File: src/verilog/ubac_pkg.sv
/*
 * ubac_pkg: register map, field positions, reset values and counts for the
 * baud generator, auto-baud, checksum and collision block.
 * assumes: a 32-bit apb slave, one aligned word per register.
 */
package ubac_pkg;
    // register byte offsets
    localparam logic [11:0] ADDR_CTRL0   = 12'h000;
    localparam logic [11:0] ADDR_CTRL2   = 12'h004;
    localparam logic [11:0] ADDR_DIV_LO  = 12'h008;
    localparam logic [11:0] ADDR_DIV_HI  = 12'h00c;
    localparam logic [11:0] ADDR_TXCHK   = 12'h010;
    localparam logic [11:0] ADDR_RXCHK   = 12'h014;
    localparam logic [11:0] ADDR_FLAGS   = 12'h018;
    localparam logic [11:0] ADDR_CTRL1   = 12'h01c;
    // control zero fields
    localparam int CTRL0_SPEED_BIT  = 7;
    localparam int CTRL0_ABD_BIT    = 6;
    localparam int CTRL0_TX_PATH_ENABLE_BIT   = 5;
    localparam int CTRL0_RX_PATH_ENABLE_BIT   = 4;
    localparam int CTRL0_MODE_LSB   = 0;
    // control two / control one fields
    localparam int CTRL2_CHK_BIT    = 4;
    localparam int CTRL1_WAKE_BIT   = 7;
    // flag register fields (bits 0-2 write one to clear, rx idle read-only, cie read/write)
    localparam int FLAG_COLL_BIT    = 0;
    localparam int FLAG_ABDONE_BIT  = 1;
    localparam int FLAG_ABOVF_BIT   = 2;
    localparam int FLAG_RXIDLE_BIT  = 3;
    localparam int FLAG_CIE_BIT     = 4;
    // mode encodings
    localparam logic [3:0] MODE_ASYNC8 = 4'h0;
    localparam logic [3:0] MODE_ASYNC7 = 4'h1;
    localparam logic [3:0] MODE_LIN    = 4'hc;
    localparam logic [3:0] MODE_DALI   = 4'h8;
    // reset values
    localparam logic [7:0]  CTRL0_RESET = 8'h00;
    localparam logic [15:0] DIV_RESET   = 16'h0000;
    // auto-baud: falling edges of the sync character
    localparam logic [2:0]  ABD_EDGES   = 3'h5;
    // prescale ratios: base clock is fosc/4 or fosc/16, abd clock one eighth
    localparam logic [6:0]  PRE_FAST    = 7'h03;
    localparam logic [6:0]  PRE_SLOW    = 7'h0f;
    localparam logic [6:0]  PRE_ABD_F   = 7'h1f;
    localparam logic [6:0]  PRE_ABD_S   = 7'h7f;

    typedef enum logic [2:0] {
        ABD_IDLE = 3'b001,
        ABD_WAIT = 3'b010,
        ABD_MEAS = 3'b100
    } ubac_abd_type;
endpackage

File: src/verilog/ubac_baud_timer.sv
/*
 * ubac_baud_timer: free-running 16-bit baud timer with prescaler.
 * assumes: divisor and speed come from registers in the same clock domain.
 */
`timescale 1ns/10ps
module ubac_baud_timer
    import ubac_pkg::*;
(
    input  wire logic        pclk,
    input  wire logic        presetn,
    input  wire logic        restart,
    input  wire logic        speed_fast,
    input  wire logic [15:0] divisor,
    output logic             base_tick,
    output logic             baud_tick
);
    logic [6:0]  pre_reg;
    logic [15:0] cnt_reg;
    wire  [6:0]  pre_top  = speed_fast ? PRE_FAST : PRE_SLOW;
    wire         pre_wrap = (pre_reg == pre_top);
    wire         cnt_wrap = pre_wrap && (cnt_reg == divisor);

    // base tick every 4 or 16 clocks, baud every (n+1) base ticks
    always_ff @(posedge pclk or negedge presetn) begin
        if (!presetn) begin
            pre_reg <= 7'h00;
            cnt_reg <= 16'h0000;
        end else if (restart) begin
            pre_reg <= 7'h00;
            cnt_reg <= 16'h0000;
        end else begin
            pre_reg <= pre_wrap ? 7'h00 : pre_reg + 7'h01;
            if (pre_wrap)
                cnt_reg <= cnt_wrap ? 16'h0000 : cnt_reg + 16'h0001;
        end
    end

    assign base_tick = pre_wrap;
    assign baud_tick = cnt_wrap;
endmodule

File: src/verilog/ubac_core.sv
/*
 * ubac_core: apb register file, baud timer, auto-baud measurement,
 * checksum adders and transmit collision detection.
 * assumes: rx_line is synchronous to pclk; framer pulses tx_byte_done and
 * rx_byte_done with the byte, and dali_midbit_miss from its decoder.
 */
`timescale 1ns/10ps
module ubac_core
    import ubac_pkg::*;
(
    input  wire logic        pclk,
    input  wire logic        presetn,
    input  wire logic        psel,
    input  wire logic        penable,
    input  wire logic        pwrite,
    input  wire logic [11:0] paddr,
    input  wire logic [31:0] pwdata,
    output logic [31:0]      prdata,
    output logic             pready,
    output logic             pslverr,
    input  wire logic        rx_line,
    input  wire logic        tx_line,
    input  wire logic        tx_byte_done,
    input  wire logic [7:0]  tx_byte,
    input  wire logic        rx_byte_done,
    input  wire logic [7:0]  rx_byte,
    input  wire logic        dali_midbit_miss,
    output logic             baud_tick,
    output logic             rx_hold_idle,
    output logic             rx_idle_status,
    output logic             collision_irq,
    output logic             rx_activity,
    output logic             tx_activity
);
    // registers
    logic [7:0]   ctrl0_reg;
    logic         checksum_adder_enable_reg;
    logic         wake_on_break_enable_reg;
    logic [15:0]  div_reg;
    logic [7:0]   tx_checksum_reg;
    logic [7:0]   rx_checksum_reg;
    logic         collision_flag_reg;
    logic         autobaud_done_flag_reg;
    logic         autobaud_overflow_flag_reg;
    logic         collision_irq_enable_reg;
    logic         rx_idle_reg;
    logic [31:0]  prdata_reg;
    logic         pready_reg;
    logic         pslverr_reg;
    logic         rx_prev_reg;
    logic         tx_prev_reg;
    logic         rx_act_reg;
    logic         tx_act_reg;
    logic         baud_reg;
    logic         coll_irq_reg;
    logic [7:0]   last_tx_reg;
    logic         echo_pend_reg;
    ubac_abd_type abd_state_reg;
    logic [2:0]   fall_cnt_reg;
    logic [2:0]   rise_cnt_reg;
    logic [6:0]   abd_pre_reg;
    logic [16:0]  abd_cnt_reg;
    logic         break_seen_reg;
    logic         hold_idle_reg;
    logic         baud_tick_w;

    // 8-bit add with carry folded back in
    function automatic logic [7:0] add_fold(input logic [7:0] a, input logic [7:0] b);
        logic [8:0] s;
        s = {1'b0, a} + {1'b0, b};
        return s[7:0] + {7'h00, s[8]};
    endfunction

    // bus decode: single-cycle access, answered in the access phase
    wire acc      = psel && penable && !pready_reg;
    wire wr       = acc && pwrite;
    wire hit      = (paddr[11:5] == 7'h00) && (paddr[1:0] == 2'b00);
    wire wr_ctrl0 = wr && paddr == ADDR_CTRL0;
    wire wr_ctrl2 = wr && paddr == ADDR_CTRL2;
    wire wr_divlo = wr && paddr == ADDR_DIV_LO;
    wire wr_divhi = wr && paddr == ADDR_DIV_HI;
    wire wr_txchk = wr && paddr == ADDR_TXCHK;
    wire wr_rxchk = wr && paddr == ADDR_RXCHK;
    wire wr_flags = wr && paddr == ADDR_FLAGS;
    wire wr_ctrl1 = wr && paddr == ADDR_CTRL1;

    // mode decode
    wire [3:0] mode   = ctrl0_reg[CTRL0_MODE_LSB +: 4];
    wire is_lin       = (mode == MODE_LIN);
    wire is_dali      = (mode == MODE_DALI);
    wire is_async8    = (mode == MODE_ASYNC8);
    wire speed_fast   = ctrl0_reg[CTRL0_SPEED_BIT];
    wire tx_en        = ctrl0_reg[CTRL0_TX_PATH_ENABLE_BIT];
    wire rx_en        = ctrl0_reg[CTRL0_RX_PATH_ENABLE_BIT];
    wire abd_armed    = ctrl0_reg[CTRL0_ABD_BIT] && is_async8 && !is_dali;
    wire chk_run      = checksum_adder_enable_reg && !is_lin;

    // line edges
    wire rx_fall = rx_prev_reg && !rx_line;
    wire rx_rise = !rx_prev_reg && rx_line;

    // auto-baud timing at one eighth of the base clock
    wire [6:0] abd_top  = speed_fast ? PRE_ABD_F : PRE_ABD_S;
    wire       abd_tick = (abd_pre_reg == abd_top);
    wire       abd_meas = (abd_state_reg == ABD_MEAS);
    wire       abd_last = abd_meas && rx_fall && (fall_cnt_reg == ABD_EDGES - 3'h1);
    wire       abd_ok   = abd_last && !abd_cnt_reg[16] && !autobaud_overflow_flag_reg;
    // average bit period: eight bits counted at one eighth rate, minus one
    wire [15:0] abd_div = abd_cnt_reg[15:0] - 16'h0001;

    // abd start: after a break when wake is armed, else on first fall
    wire abd_start = (abd_state_reg == ABD_WAIT) && rx_fall
                     && (!wake_on_break_enable_reg || break_seen_reg);

    // collision: echoed word must match the last transmitted word
    wire coll_chk  = rx_en && tx_en;
    wire coll_hit  = coll_chk && ((rx_byte_done && echo_pend_reg && rx_byte != last_tx_reg)
                     || (is_dali && tx_en && dali_midbit_miss));

    ubac_baud_timer u_timer (
        .pclk       (pclk),
        .presetn    (presetn),
        .restart    (wr_divlo || wr_divhi || abd_ok),
        .speed_fast (speed_fast),
        .divisor    (div_reg),
        .base_tick  (),
        .baud_tick  (baud_tick_w)
    );

    // control registers
    always_ff @(posedge pclk or negedge presetn) begin
        if (!presetn) begin
            ctrl0_reg                 <= CTRL0_RESET;
            checksum_adder_enable_reg <= 1'b0;
            wake_on_break_enable_reg  <= 1'b0;
        end else begin
            if (wr_ctrl0)
                ctrl0_reg <= pwdata[7:0];
            else if (abd_last)
                ctrl0_reg[CTRL0_ABD_BIT] <= 1'b0;
            if (wr_ctrl2)
                checksum_adder_enable_reg <= pwdata[CTRL2_CHK_BIT];
            if (wr_ctrl1)
                wake_on_break_enable_reg <= pwdata[CTRL1_WAKE_BIT];
            else if (abd_start)
                wake_on_break_enable_reg <= 1'b0;
        end
    end

    // divisor: software write, or measured value on success only
    always_ff @(posedge pclk or negedge presetn) begin
        if (!presetn)
            div_reg <= DIV_RESET;
        else if (abd_ok)
            div_reg <= abd_div;
        else if (wr_divlo)
            div_reg[7:0] <= pwdata[7:0];
        else if (wr_divhi)
            div_reg[15:8] <= pwdata[7:0];
    end

    // checksum adders; a byte arriving with a software write wins the write
    always_ff @(posedge pclk or negedge presetn) begin
        if (!presetn) begin
            tx_checksum_reg <= 8'h00;
            rx_checksum_reg <= 8'h00;
        end else begin
            if (chk_run && tx_byte_done)
                tx_checksum_reg <= add_fold(tx_checksum_reg, tx_byte);
            else if (wr_txchk)
                tx_checksum_reg <= pwdata[7:0];
            if (chk_run && rx_byte_done)
                rx_checksum_reg <= add_fold(rx_checksum_reg, rx_byte);
            else if (wr_rxchk)
                rx_checksum_reg <= pwdata[7:0];
        end
    end

    // status flags: hardware set wins over write-one-to-clear
    always_ff @(posedge pclk or negedge presetn) begin
        if (!presetn) begin
            collision_flag_reg         <= 1'b0;
            autobaud_done_flag_reg     <= 1'b0;
            autobaud_overflow_flag_reg <= 1'b0;
            collision_irq_enable_reg   <= 1'b0;
        end else begin
            collision_flag_reg <= coll_hit
                || (collision_flag_reg && !(wr_flags && pwdata[FLAG_COLL_BIT]));
            autobaud_done_flag_reg <= abd_last
                || (autobaud_done_flag_reg && !(wr_flags && pwdata[FLAG_ABDONE_BIT]));
            autobaud_overflow_flag_reg <= (abd_meas && abd_cnt_reg[16])
                || (autobaud_overflow_flag_reg && !(wr_flags && pwdata[FLAG_ABOVF_BIT]));
            if (wr_flags)
                collision_irq_enable_reg <= pwdata[FLAG_CIE_BIT];
        end
    end

    // remember the last sent word until its echo comes back
    always_ff @(posedge pclk or negedge presetn) begin
        if (!presetn) begin
            last_tx_reg   <= 8'h00;
            echo_pend_reg <= 1'b0;
        end else if (tx_byte_done) begin
            last_tx_reg   <= tx_byte;
            echo_pend_reg <= 1'b1;
        end else if (rx_byte_done) begin
            echo_pend_reg <= 1'b0;
        end
    end

    // auto-baud state machine
    always_ff @(posedge pclk or negedge presetn) begin
        if (!presetn) begin
            abd_state_reg <= ABD_IDLE;
            fall_cnt_reg  <= 3'h0;
        end else begin
            case (abd_state_reg)
                ABD_IDLE: begin
                    if (abd_armed)
                        abd_state_reg <= ABD_WAIT;
                end
                ABD_WAIT: begin
                    if (!abd_armed)
                        abd_state_reg <= ABD_IDLE;
                    else if (abd_start) begin
                        abd_state_reg <= ABD_MEAS;
                        fall_cnt_reg  <= 3'h1;
                    end
                end
                ABD_MEAS: begin
                    if (!ctrl0_reg[CTRL0_ABD_BIT] || abd_last)
                        abd_state_reg <= ABD_IDLE;
                    else if (rx_fall)
                        fall_cnt_reg <= fall_cnt_reg + 3'h1;
                end
                default: abd_state_reg <= ABD_IDLE;
            endcase
        end
    end

    // measurement counter; bit 16 marks overflow and sticks
    always_ff @(posedge pclk or negedge presetn) begin
        if (!presetn) begin
            abd_pre_reg <= 7'h00;
            abd_cnt_reg <= 17'h00000;
        end else if (abd_start) begin
            // the fall is seen one clock late, so that clock already counts
            abd_pre_reg <= 7'h01;
            abd_cnt_reg <= 17'h00000;
        end else if (abd_meas) begin
            abd_pre_reg <= abd_tick ? 7'h00 : abd_pre_reg + 7'h01;
            if (abd_tick && !abd_cnt_reg[16])
                abd_cnt_reg <= abd_cnt_reg + 17'h00001;
        end
    end

    // break detect for wake: low line then return high while waiting
    always_ff @(posedge pclk or negedge presetn) begin
        if (!presetn)
            break_seen_reg <= 1'b0;
        else if (abd_state_reg != ABD_WAIT || !wake_on_break_enable_reg)
            break_seen_reg <= 1'b0;
        else if (rx_rise)
            break_seen_reg <= 1'b1;
    end

    // rx idle: low from first fall to fifth rise of the sync character
    always_ff @(posedge pclk or negedge presetn) begin
        if (!presetn) begin
            rx_idle_reg  <= 1'b1;
            rise_cnt_reg <= 3'h0;
        end else if (abd_start) begin
            rx_idle_reg  <= 1'b0;
            rise_cnt_reg <= 3'h0;
        end else if (!rx_idle_reg && rx_rise) begin
            rise_cnt_reg <= rise_cnt_reg + 3'h1;
            if (rise_cnt_reg == ABD_EDGES - 3'h1)
                rx_idle_reg <= 1'b1;
        end
    end

    // line activity pulses for the external limit timer, and other outputs
    always_ff @(posedge pclk or negedge presetn) begin
        if (!presetn) begin
            rx_prev_reg  <= 1'b1;
            tx_prev_reg  <= 1'b1;
            rx_act_reg   <= 1'b0;
            tx_act_reg   <= 1'b0;
            baud_reg     <= 1'b0;
            coll_irq_reg <= 1'b0;
        end else begin
            rx_prev_reg  <= rx_line;
            tx_prev_reg  <= tx_line;
            rx_act_reg   <= rx_line ^ rx_prev_reg;
            tx_act_reg   <= tx_line ^ tx_prev_reg;
            baud_reg     <= baud_tick_w && (abd_state_reg != ABD_MEAS);
            coll_irq_reg <= collision_flag_reg && collision_irq_enable_reg;
        end
    end

    // read mux
    logic [31:0] rd_mux;
    always_comb begin
        rd_mux = 32'h00000000;
        case (paddr)
            ADDR_CTRL0:  rd_mux = {24'h000000, ctrl0_reg};
            ADDR_CTRL2:  rd_mux = {27'h0000000, checksum_adder_enable_reg, 4'h0};
            ADDR_DIV_LO: rd_mux = {24'h000000, div_reg[7:0]};
            ADDR_DIV_HI: rd_mux = {24'h000000, div_reg[15:8]};
            ADDR_TXCHK:  rd_mux = {24'h000000, tx_checksum_reg};
            ADDR_RXCHK:  rd_mux = {24'h000000, rx_checksum_reg};
            ADDR_FLAGS:  rd_mux = {27'h0000000, collision_irq_enable_reg, rx_idle_reg,
                                   autobaud_overflow_flag_reg, autobaud_done_flag_reg,
                                   collision_flag_reg};
            ADDR_CTRL1:  rd_mux = {24'h000000, wake_on_break_enable_reg, 7'h00};
            default:     rd_mux = 32'h00000000;
        endcase
    end

    // apb answer: ready one cycle into the access phase, error if unmapped
    always_ff @(posedge pclk or negedge presetn) begin
        if (!presetn) begin
            pready_reg  <= 1'b0;
            pslverr_reg <= 1'b0;
            prdata_reg  <= 32'h00000000;
        end else begin
            pready_reg  <= acc;
            pslverr_reg <= acc && !hit;
            if (acc && !pwrite)
                prdata_reg <= rd_mux;
        end
    end

    assign prdata         = prdata_reg;
    assign pready         = pready_reg;
    assign pslverr        = pslverr_reg;
    assign baud_tick      = baud_reg;
    assign rx_hold_idle   = hold_idle_reg;
    assign rx_idle_status = rx_idle_reg;
    assign collision_irq  = coll_irq_reg;
    assign rx_activity    = rx_act_reg;
    assign tx_activity    = tx_act_reg;

    // receiver held idle while measuring (registered)
    always_ff @(posedge pclk or negedge presetn) begin
        if (!presetn)
            hold_idle_reg <= 1'b0;
        else
            hold_idle_reg <= abd_meas || abd_start;
    end
endmodule

File: config.mk
export PLATFORM = sky130hd
export DESIGN_NAME = ubac_core
export DESIGN_NICKNAME = d
export VERILOG_FILES = /design/src/verilog/ubac_pkg.sv /design/src/verilog/ubac_baud_timer.sv /design/src/verilog/ubac_core.sv
export SDC_FILE = /design/constraint.sdc
export NUM_CORES = 1
export LEC_CHECK = 0
export ABC_AREA = 1
export BUFFER_PORTS_ARGS = -buffer_cell sky130_fd_sc_hd__buf_4
export CAP_MARGIN = 20
export CORE_UTILIZATION = 30
export DETAILED_ROUTE_END_ITERATION = 8
export PLACE_DENSITY_LB_ADDON = 0.3
export SYNTH_ARGS = -nofsm -noshare
export SYNTH_HDL_FRONTEND = slang
export SYNTH_SLANG_ARGS = --single-unit
File: constraint.sdc
create_clock -name pclk -period 5.06 [get_ports pclk]
set_input_delay 0.253 -clock pclk [delete_from_list [all_inputs] [get_ports pclk]]
set_output_delay 0.253 -clock pclk [all_outputs]
set_load 0.01 [all_outputs]
==> flow_summary.ini, run 1 <==
[outcome]
status = completed

[worst_hold_path]
holdPathStages = 3
whs_endpoint = last_tx_reg[7]
hold_path_startpoint = tx_byte[7]
hold_path_class = in -> reg

[pwr]
finalPower_w = 0.00321
peakVddDrop_uv = 249
p_per_area_nw_per_um2 = 319
p_leak_nw = 5.08

[finish]
area_growth_pct = 15.8
layout.cells.non_filler = 1639
nFillCells = 2979
drive_gt1_share_pct = 10.9
largest_reg_flops = 17
diodes = 0
final_nets = 1353

[synth]
yosys-top-cells-count = 281 x nand2_1, 159 x inv_1, 126 x dfrtp_1, 114 x nand3_1, 99 x nor2_1
synth.top_cell.area_share_pct = 36.2
synth.most_common_cell = nand2_1
netlist_area_um2 = 8710
syn_avg_cell_area_um2 = 7.31
synth_area_leader_cell = dfrtp_1
syn_inst = 1191
synth-edff-count = 0
synth_ff_type = dfrtp_1
ys_seq_area_share_pct = 37.4
ys_ff_latch = 130
synth_top_cells_by_area = dfrtp_1 36%, nand2_1 12%, inv_1 6.9%, nand3_1 6.6%, ha_1 4.5%
yosysWarnings = 0
async_flop_share_pct = 100
synth.distinct_cells = 54

[worst_setup_path]
r2r_start = rx_prev_reg
crit_start = rx_line
required_ns = 5.41
cp-end-kind = flip-flop
worstPathCellList = dlygate4sd3_1, buf_4, inv_1, ha_1, o21ai_0, nor2_2, inv_2, o21ai_4, nand3_2, nor2_2, o21ai_0, a21oi_1
rrSetupSlack_ns = 2.46
crit_fanout = 23
cpMaxStageDelayCell = dlygate4sd3_1
reg2reg_depth = 9
start_kind = input port
cp.arrival_ns = 2.97
cpPeakStageDelay_ns = 0.53
r2r-end = abd_cnt_reg[6]
worst-setup-path-type = in -> reg

[floorplanning]
start_util_pct = 30.9
die_y_um = 172
rows = 61
io_pins = 110
core_area_um2 = 28200
die_w_um = 172
dieArea_um2 = 29700

[cts]
cts_buffers = 17
cts_tree = built
cts_buffer_depth = 2
htree_levels = 4
cts_setup_buffers = 0
path_clk_slew_ns = 0.06
numClockSinks = 130
clock-root-buffer = clkbuf_16
insertion_delay_ns = 0.42

[timing]
rsz0062_at_grt = false
hold_viol = 0
slew_violations = 0
worst_pin_slew_ns = 0.787
finalCritPeriodShare_pct = 51.8
fin_tns_setup_ns = 0
setup_violations = 0
skew_ns = 0.00792
period_needed_ns = 2.62
clock.fmax_mhz = 381
slew_headroom_pct = 47.6

[placed_design]
place_inst = 1606
gp_congestion = 0.836
numPortBuffers = 61
dp_hpwl_um = 17600

[grt]
grt_pass1_vias = 7448
grt_max_degree = 83
antenna_found_initial = 0
overflow = 0
grt_pass1_wl_um = 38100
grt.total_usage_pct = 16.6

[route]
ant_nets = 0
routed_wl_um = 22900
drt_iter0_markers = 400
detail_route.first_pass.iterations = 5
route.detailed.drc = 0
wl_per_cell_um = 14.0
via_per_inst = 4.79
vias = 7855

[run]
drv_cap = 0
-- cell type report --
cell class | instances | area [um2] | share of cell area [%]
Clock buffer | 26 | 519 | 5.15
Clock inverter | 4 | 95.1 | 0.944
Inverter | 164 | 616 | 6.11
Multi-Input combinational cell | 871 | 4610 | 45.7
Sequential cell | 130 | 3260 | 32.3
Tap cell | 378 | 473 | 4.69
Timing Repair Buffer | 66 | 507 | 5.03
-- kinds of logic after synthesis --
kind of cell	Yosys count	synth area share, %
xor gates and xnor gates	36	3.62
other	1	0.0431
AOI/OAI and AO/OA	168	11.4
and+or+nand+nor	610	32.0
buffers and inverters	213	10.6
adders and majority gates	33	4.92
DFF	130	37.4
-- report_power, final --
group	total, W	leakage [nW]	switching [W]	internal, W
Sequential	0.00131	1.70	0.000152	0.00116
Clock	0.00130	0.302	0.000449	0.000848
Combinational	0.000600	3.08	0.000376	0.000224
-- timing repair --
action / in CTS / in global routing
resized for setup: 0 / 0
hold buffers: 3 / 0
hold endpoints to repair: 80 / 0
-- layout by cell type (no fill, tap or decap), types with 4 or more instances in the layout --
cell type / n
a21oi_1: 47
buf_4: 62
clkbuf_16: 17
clkbuf_8: 6
conb_1: 24
dfrtp_1: 126
dfstp_2: 4
ha_1: 31
inv_1: 159
inv_2: 5
nand2_1: 281
nand2_2: 5
nand3_1: 114
nand3b_1: 5
nand4_1: 43
nor2_1: 99
nor2_2: 6
nor3_1: 23
o211ai_1: 7
o21a_1: 4
o21ai_0: 71
o21ai_1: 6
o22ai_1: 5
o311ai_0: 4
o31ai_1: 6
or2_2: 10
xnor2_1: 7
xor2_1: 29
-- critical path, delay by kind of cell --
family / cells / cell delay (ns)
buf+inv: 4 / 1.03
simple gates: 3 / 0.75
compound gates: 4 / 0.67
fa+ha+maj: 1 / 0.24
-- routing by layer --
metal,wire length (um),global-route usage [%],vias to the layer above
li1,-,-,3998
met1,11200,22.7,3644
met2,10300,25.8,185
met3,1050,3.43,28
met4,414,5.54,0
met5,0,0,-
-- per-stage QoR --
step	hold slack [ns]	area [um2]	util [%]	setup WS, ns
after floorplan	-0.0426	8790	-	2.79
after global placement	0.378	9430	33.5	2.45
after detailed placement	0.372	9430	33.5	2.44
after CTS	0.0452	10100	35.8	2.41
after global routing	0.0456	10100	35.8	2.06
final	0.0539	10100	35.8	2.44
-- worst max-delay path by stage --
| stage | to | slack (ns) |
|---|---|---|
| 3_5_place_dp | abd_cnt_reg[10] | 2.44 |
| 4_1_cts | abd_cnt_reg[6] | 2.41 |
| 6_report | abd_cnt_reg[6] | 2.44 |
| 2_1_floorplan | rx_checksum_reg[6] | 2.79 |
| 5_1_grt | abd_cnt_reg[6] | 2.06 |
| 3_3_place_gp | abd_cnt_reg[10] | 2.45 |
No activity file was read; power rests on OpenSTA's default activity.
==> inputs of run 2 (changes only) <==
Clock period 5.06 ns to 2.7 ns, I/O delays scaled along.
==> run 2 against run 1 <==
Against the previous run: sequential share of layout area shrank 0.67 points; design area grew 2.1%; clock-buffer cell count shrank 5; via count grew 1.7%; non-clock buffer count grew 18; register-to-register slack lost 2.2 ns; first-iteration DRC count grew 37%; critical endpoint is now u_timer.cnt_reg[4]; utilization grew 0.76 points; flip-flop and latch count is the same; worst hold slack lost 0.026 ns; combinational power grew 92%; clock power grew 74%.
==> flow_summary.ini, run 2 (synthesized netlist as in run 1, its figures left out) <==
[route]
wl_per_cell_um = 14.5
drt_iter0_markers = 546
vias = 7985
detail_route.first_pass.iterations = 5
via_per_inst = 4.81
route.detailed.drc = 0
ant_nets = 0
routed_wl_um = 24100

[floorplanning]
dieArea_um2 = 29700
rows = 61
die_y_um = 172
io_pins = 110
start_util_pct = 30.9
die_w_um = 172
core_area_um2 = 28200

[worst_setup_path]
cpPeakStageDelay_ns = 0.54
required_ns = 3.04
worst-setup-path-type = in -> reg
cpLargestDelayFamily = buffers and inverters
worstPathCellList = dlygate4sd3_1, buf_4, nand2_1, dlygate4sd3_1, nor2_1, inv_1, nor2_4, nand2_2, inv_2, nor2_4, nand2_4, o21ai_0
crit_buf_inv = 5
start_kind = input port
cpMaxStageDelayCell = dlygate4sd3_1
cp-end-kind = flip-flop
crit_fanout = 15
cp.arrival_ns = 2.80

[finish]
largest_reg_flops = 17
nFillCells = 2966
drive_gt1_share_pct = 12.2
final_cell_mix = 281 x nand2_1, 159 x inv_1, 126 x dfrtp_1
final_common_cell = nand2_1
area_growth_pct = 18.2
seq_area_um2 = 3260
layout.cells.non_filler = 1660
final_nets = 1372
diodes = 0
final_cell_area_um2 = 10300
multi_input_area_um2 = 4700

[cts]
cts_buffer_depth = 2
cts_tree = built
clock-root-buffer = clkbuf_16
htree_levels = 4
cts_buffers = 17
numClockSinks = 130
insertion_delay_ns = 0.43
path_clk_slew_ns = 0.06

[grt]
grt_pass1_vias = 7633
overflow = 0
grt_pass1_wl_um = 39100
grt_max_degree = 54
grt.total_usage_pct = 17.0
antenna_found_initial = 0

[timing]
period_needed_ns = 2.46
clock.fmax_mhz = 406
hold_viol = 0
slew_headroom_pct = 58.5
setup_violations = 0
skew_ns = 0.0117
finalCritPeriodShare_pct = 91.2
worst_slack_ns = 0.237
fin_tns_setup_ns = 0
worst_pin_slew_ns = 0.618
slew_violations = 0

[run]
drv_cap = 0

[outcome]
status = completed

[pwr]
p_per_area_nw_per_um2 = 570
finalPower_w = 0.00587
p_leak_nw = 5.12
peakVddDrop_uv = 579

[placed_design]
place_inst = 1612
dp_slack_ns = 0.191
place_area_um2 = 9490
gp_congestion = 0.866
numPortBuffers = 61
dp_hpwl_um = 17900

[worst_hold_path]
hold_path_class = in -> reg
run 2: changes by cell type in the layout (fill, tap and decap cells not counted), sizes merged:
cell,delta
clkinvlp,+4
buf,+7
bufinv,-1
clkbuf,-5
dlygate4sd3,+11
nor2,+1
clkinv,+4
run 2: through the flow:
| stage | utilization (%) | hold WS (ns) |
|---|---|---|
| 2_1_floorplan | - | -0.161 |
| 3_3_place_gp | 33.7 | 0.131 |
| 3_5_place_dp | 33.7 | 0.135 |
| 4_1_cts | 36.2 | 0.0151 |
| 5_1_grt | 36.5 | 0.0465 |
| 6_report | 36.5 | 0.0281 |
run 2: final cells by class:
cell class	instances	share of cell area, %
clock inverter	11	1.12
timing repair buffer	84	6.63
multi-input combinational	872	45.6
tap	378	4.60
sequential	130	31.7
clock buffer	21	4.38
inverter	164	5.98
run 2: timing repair:
item                                    in CTS  in global routing
endpoints found under the setup margin       0                 23
gates resized for setup                      0                 11
setup buffers                                0                  1
hold endpoints to repair                    57                  0
hold buffers                                14                  0
run 2: final timing paths:
kind / end / from / depth (start not counted) / slack (ns)
max: u_timer.cnt_reg[4] / penable / 12 / 0.24
min: last_tx_reg[7] / tx_byte_done / 3 / 0.03
max reg2reg: tx_checksum_reg[3] / tx_checksum_reg[0] / 12 / 0.25
min reg2reg: pready / pready / 1 / 0.43
max in group asynchronous: baud_tick / presetn / 3 / 1.66
min in group asynchronous: last_tx_reg[2] / presetn / 2 / 0.23
run 2: per-layer routing:
layer	global-route usage, %	vias up	part of all wire [%]
li1	-	4031	-
met1	23.1	3714	49
met2	26.6	200	44
met3	2.86	40	4.6
met4	6.50	0	2.4
met5	0	-	0
run 2: power by group:
part / internal, W / switching, W
Sequential: 0.00218 / 0.000280
Clock: 0.00137 / 0.000887
Combinational: 0.000442 / 0.000712
Total: 0.00399 / 0.00188
run 2: worst register-to-register path, stage by stage (launching register included):
cell and delay (ns):
dfrtp_1 0.41, ha_1 0.24, fa_2 0.39, nand3_1 0.12
nand3_1 0.10, a21oi_1 0.19, o21bai_1 0.11, ha_1 0.21
nand2_1 0.08, nor2_1 0.06, or2_2 0.30, nand3_1 0.07
a21oi_1 0.06
==> inputs of run 3 (changes only) <==
Settings changed: PLACE_DENSITY set to 0.57, PLACE_DENSITY_LB_ADDON 0.3 to not set, SKIP_LAST_GASP set to 1.
==> run 3 against run 2 <==
Against the previous run: worst setup slack better by 0.013 ns; sequential share of layout area down 0.40 points; critical path type unchanged; clock power grew 18%; highest routed layer unchanged; combinational power barely moved; fmax is 0.52% higher; design area increased by 1.4%.
==> flow_summary.ini, run 3 (synthesized netlist as in run 1, its figures left out) <==
[placed_design]
gp_congestion = 0.894
place_inst = 1610
dp_hpwl_um = 17800
numPortBuffers = 61

[cts]
clock-root-buffer = clkbuf_16
cts_buffers = 17
numClockSinks = 130
path_clk_slew_ns = 0.06
cts_buffer_depth = 2
htree_levels = 4
insertion_delay_ns = 0.43
cts_tree = built

[grt]
overflow = 0
grt_pass1_vias = 7762
grt.total_usage_pct = 17.1
antenna_found_initial = 0
grt_pass1_wl_um = 39500
grt_max_degree = 75

[pwr]
p_per_area_nw_per_um2 = 602
pwr-share-comb_pct = 18.5
swShare_pct = 30.5
p_int_w = 0.00436
p_leak_nw = 5.18
pwr-share-clk_pct = 42.3
p_switching_w = 0.00192
peakVddDrop_uv = 456
pwr-share-seq_pct = 39.2

[worst_setup_path]
cp_num_cells = 12
cpPeakStageDelay_ns = 0.54
crit_fanout = 15
required_ns = 3.05
reg2reg_depth = 15
cp.arrival_ns = 2.80
cpLargestDelayFamily = buffers and inverters
worst-setup-path-type = in -> reg
start_kind = input port
cpMaxStageDelayCell = dlygate4sd3_1
crit_buf_inv = 5
cp-end-kind = flip-flop
worstPathCellList = dlygate4sd3_1, buf_4, nand2_1, dlygate4sd3_1, nor2_1, inv_1, nor2_4, nand2_2, inv_2, nor2_4, nand2_4, o21ai_0

[finish]
final_nets = 1372
final_core_util_pct = 37.0
seq_area_um2 = 3260
nFillCells = 2928
largest_reg_flops = 17
layout.cells.non_filler = 1660
multi_input_area_um2 = 4720
final_cell_mix = 280 x nand2_1, 159 x inv_1, 123 x dfrtp_1
final_common_cell = nand2_1
diodes = 0
drive_gt1_share_pct = 13.1
area_growth_pct = 19.8

[timing]
worst_pin_slew_ns = 0.792
clock.fmax_mhz = 408
slew_headroom_pct = 47.2
rsz0062_at_grt = true
hold_viol = 0
slew_violations = 0
period_needed_ns = 2.45
skew_ns = 0.0103
finalCritPeriodShare_pct = 90.8
setup_violations = 0

[floorplanning]
rows = 61
io_pins = 110
die_y_um = 172
start_util_pct = 30.9
dieArea_um2 = 29700
core_area_um2 = 28200
die_w_um = 172

[route]
wl_per_cell_um = 14.5
drt_iter0_markers = 519
vias = 8018
via_per_inst = 4.83
detail_route.first_pass.iterations = 4
ant_nets = 0
route.detailed.drc = 0
met3WireLength_um = 962
wl_met2_um = 10900
top_layer_used = met4
wl_met1_um = 11900
routed_wl_um = 24100

[run]
drv_cap = 0

[outcome]
status = completed

[worst_hold_path]
holdPathStages = 3
hold_path_class = in -> reg
==> run 3: routing by layer <==
layer  vias to the layer above  track usage, %
met2                       161            27.1
met1                      3790            23.3
met4                         0            6.12
met3                        30            2.91
li1                       4037               -
met5                         -               0
==> run 3: layout make-up <==
| class | instances | share of cell area [%] |
|---|---|---|
| Clock inverter | 11 | 1.89 |
| Timing Repair Buffer | 84 | 6.54 |
| Tap cell | 378 | 4.53 |
| Inverter | 164 | 5.90 |
| Multi-Input combinational cell | 872 | 45.3 |
| Sequential cell | 130 | 31.3 |
| Clock buffer | 21 | 4.60 |
==> run 3: final timing paths <==
path,slack [ns],startpoint,endpoint
hold reg to reg,0.44,pready,pready
setup reg to reg,0.25,tx_checksum_reg[0],tx_checksum_reg[7]
max in group asynchronous,1.63,presetn,tx_checksum_reg[4]
min in group asynchronous,0.31,presetn,collision_irq
setup / recovery,0.25,penable,u_timer.cnt_reg[5]
hold / removal,0.02,tx_byte_done,last_tx_reg[6]
==> run 3: what timing repair did <==
item / in CTS / in global routing
setup endpoints to repair: 0 / 24
buffers inserted: 0 / 3
gates resized for setup: 0 / 20
hold endpoints to repair: 82 / 0
hold buffers: 14 / 0
==> run 3: stage by stage <==
step           total power (W)  hold slack, ns  worst slack (ns)  instance area, um2  setup TNS, ns
2_1_floorplan          0.00323          -0.161             0.431                8790              0
3_3_place_gp           0.00359           0.241             0.197                9480              0
3_5_place_dp           0.00362           0.241             0.191                9480              0
4_1_cts                0.00631          0.0133            0.0623               10300              0
5_1_grt                0.00662          0.0329           -0.0270               10400        -0.0544
6_report               0.00628          0.0249             0.250               10400              0
==> run 3: worst min-delay path, cell delays in order <==
cell and delay (ns):
buf_4 0.17, nand2_1 0.07, nand2_1 0.05
==> run 3: power by group through the flow <==
stage	combinational (W)	clock (W)	sequential [W]
after floorplan	0.000862	0	0.00237
after global placement	0.00111	0	0.00249
after detailed placement	0.00113	0	0.00249
after CTS	0.00116	0.00270	0.00245
after global routing	0.00134	0.00278	0.00250
final	0.00116	0.00266	0.00246
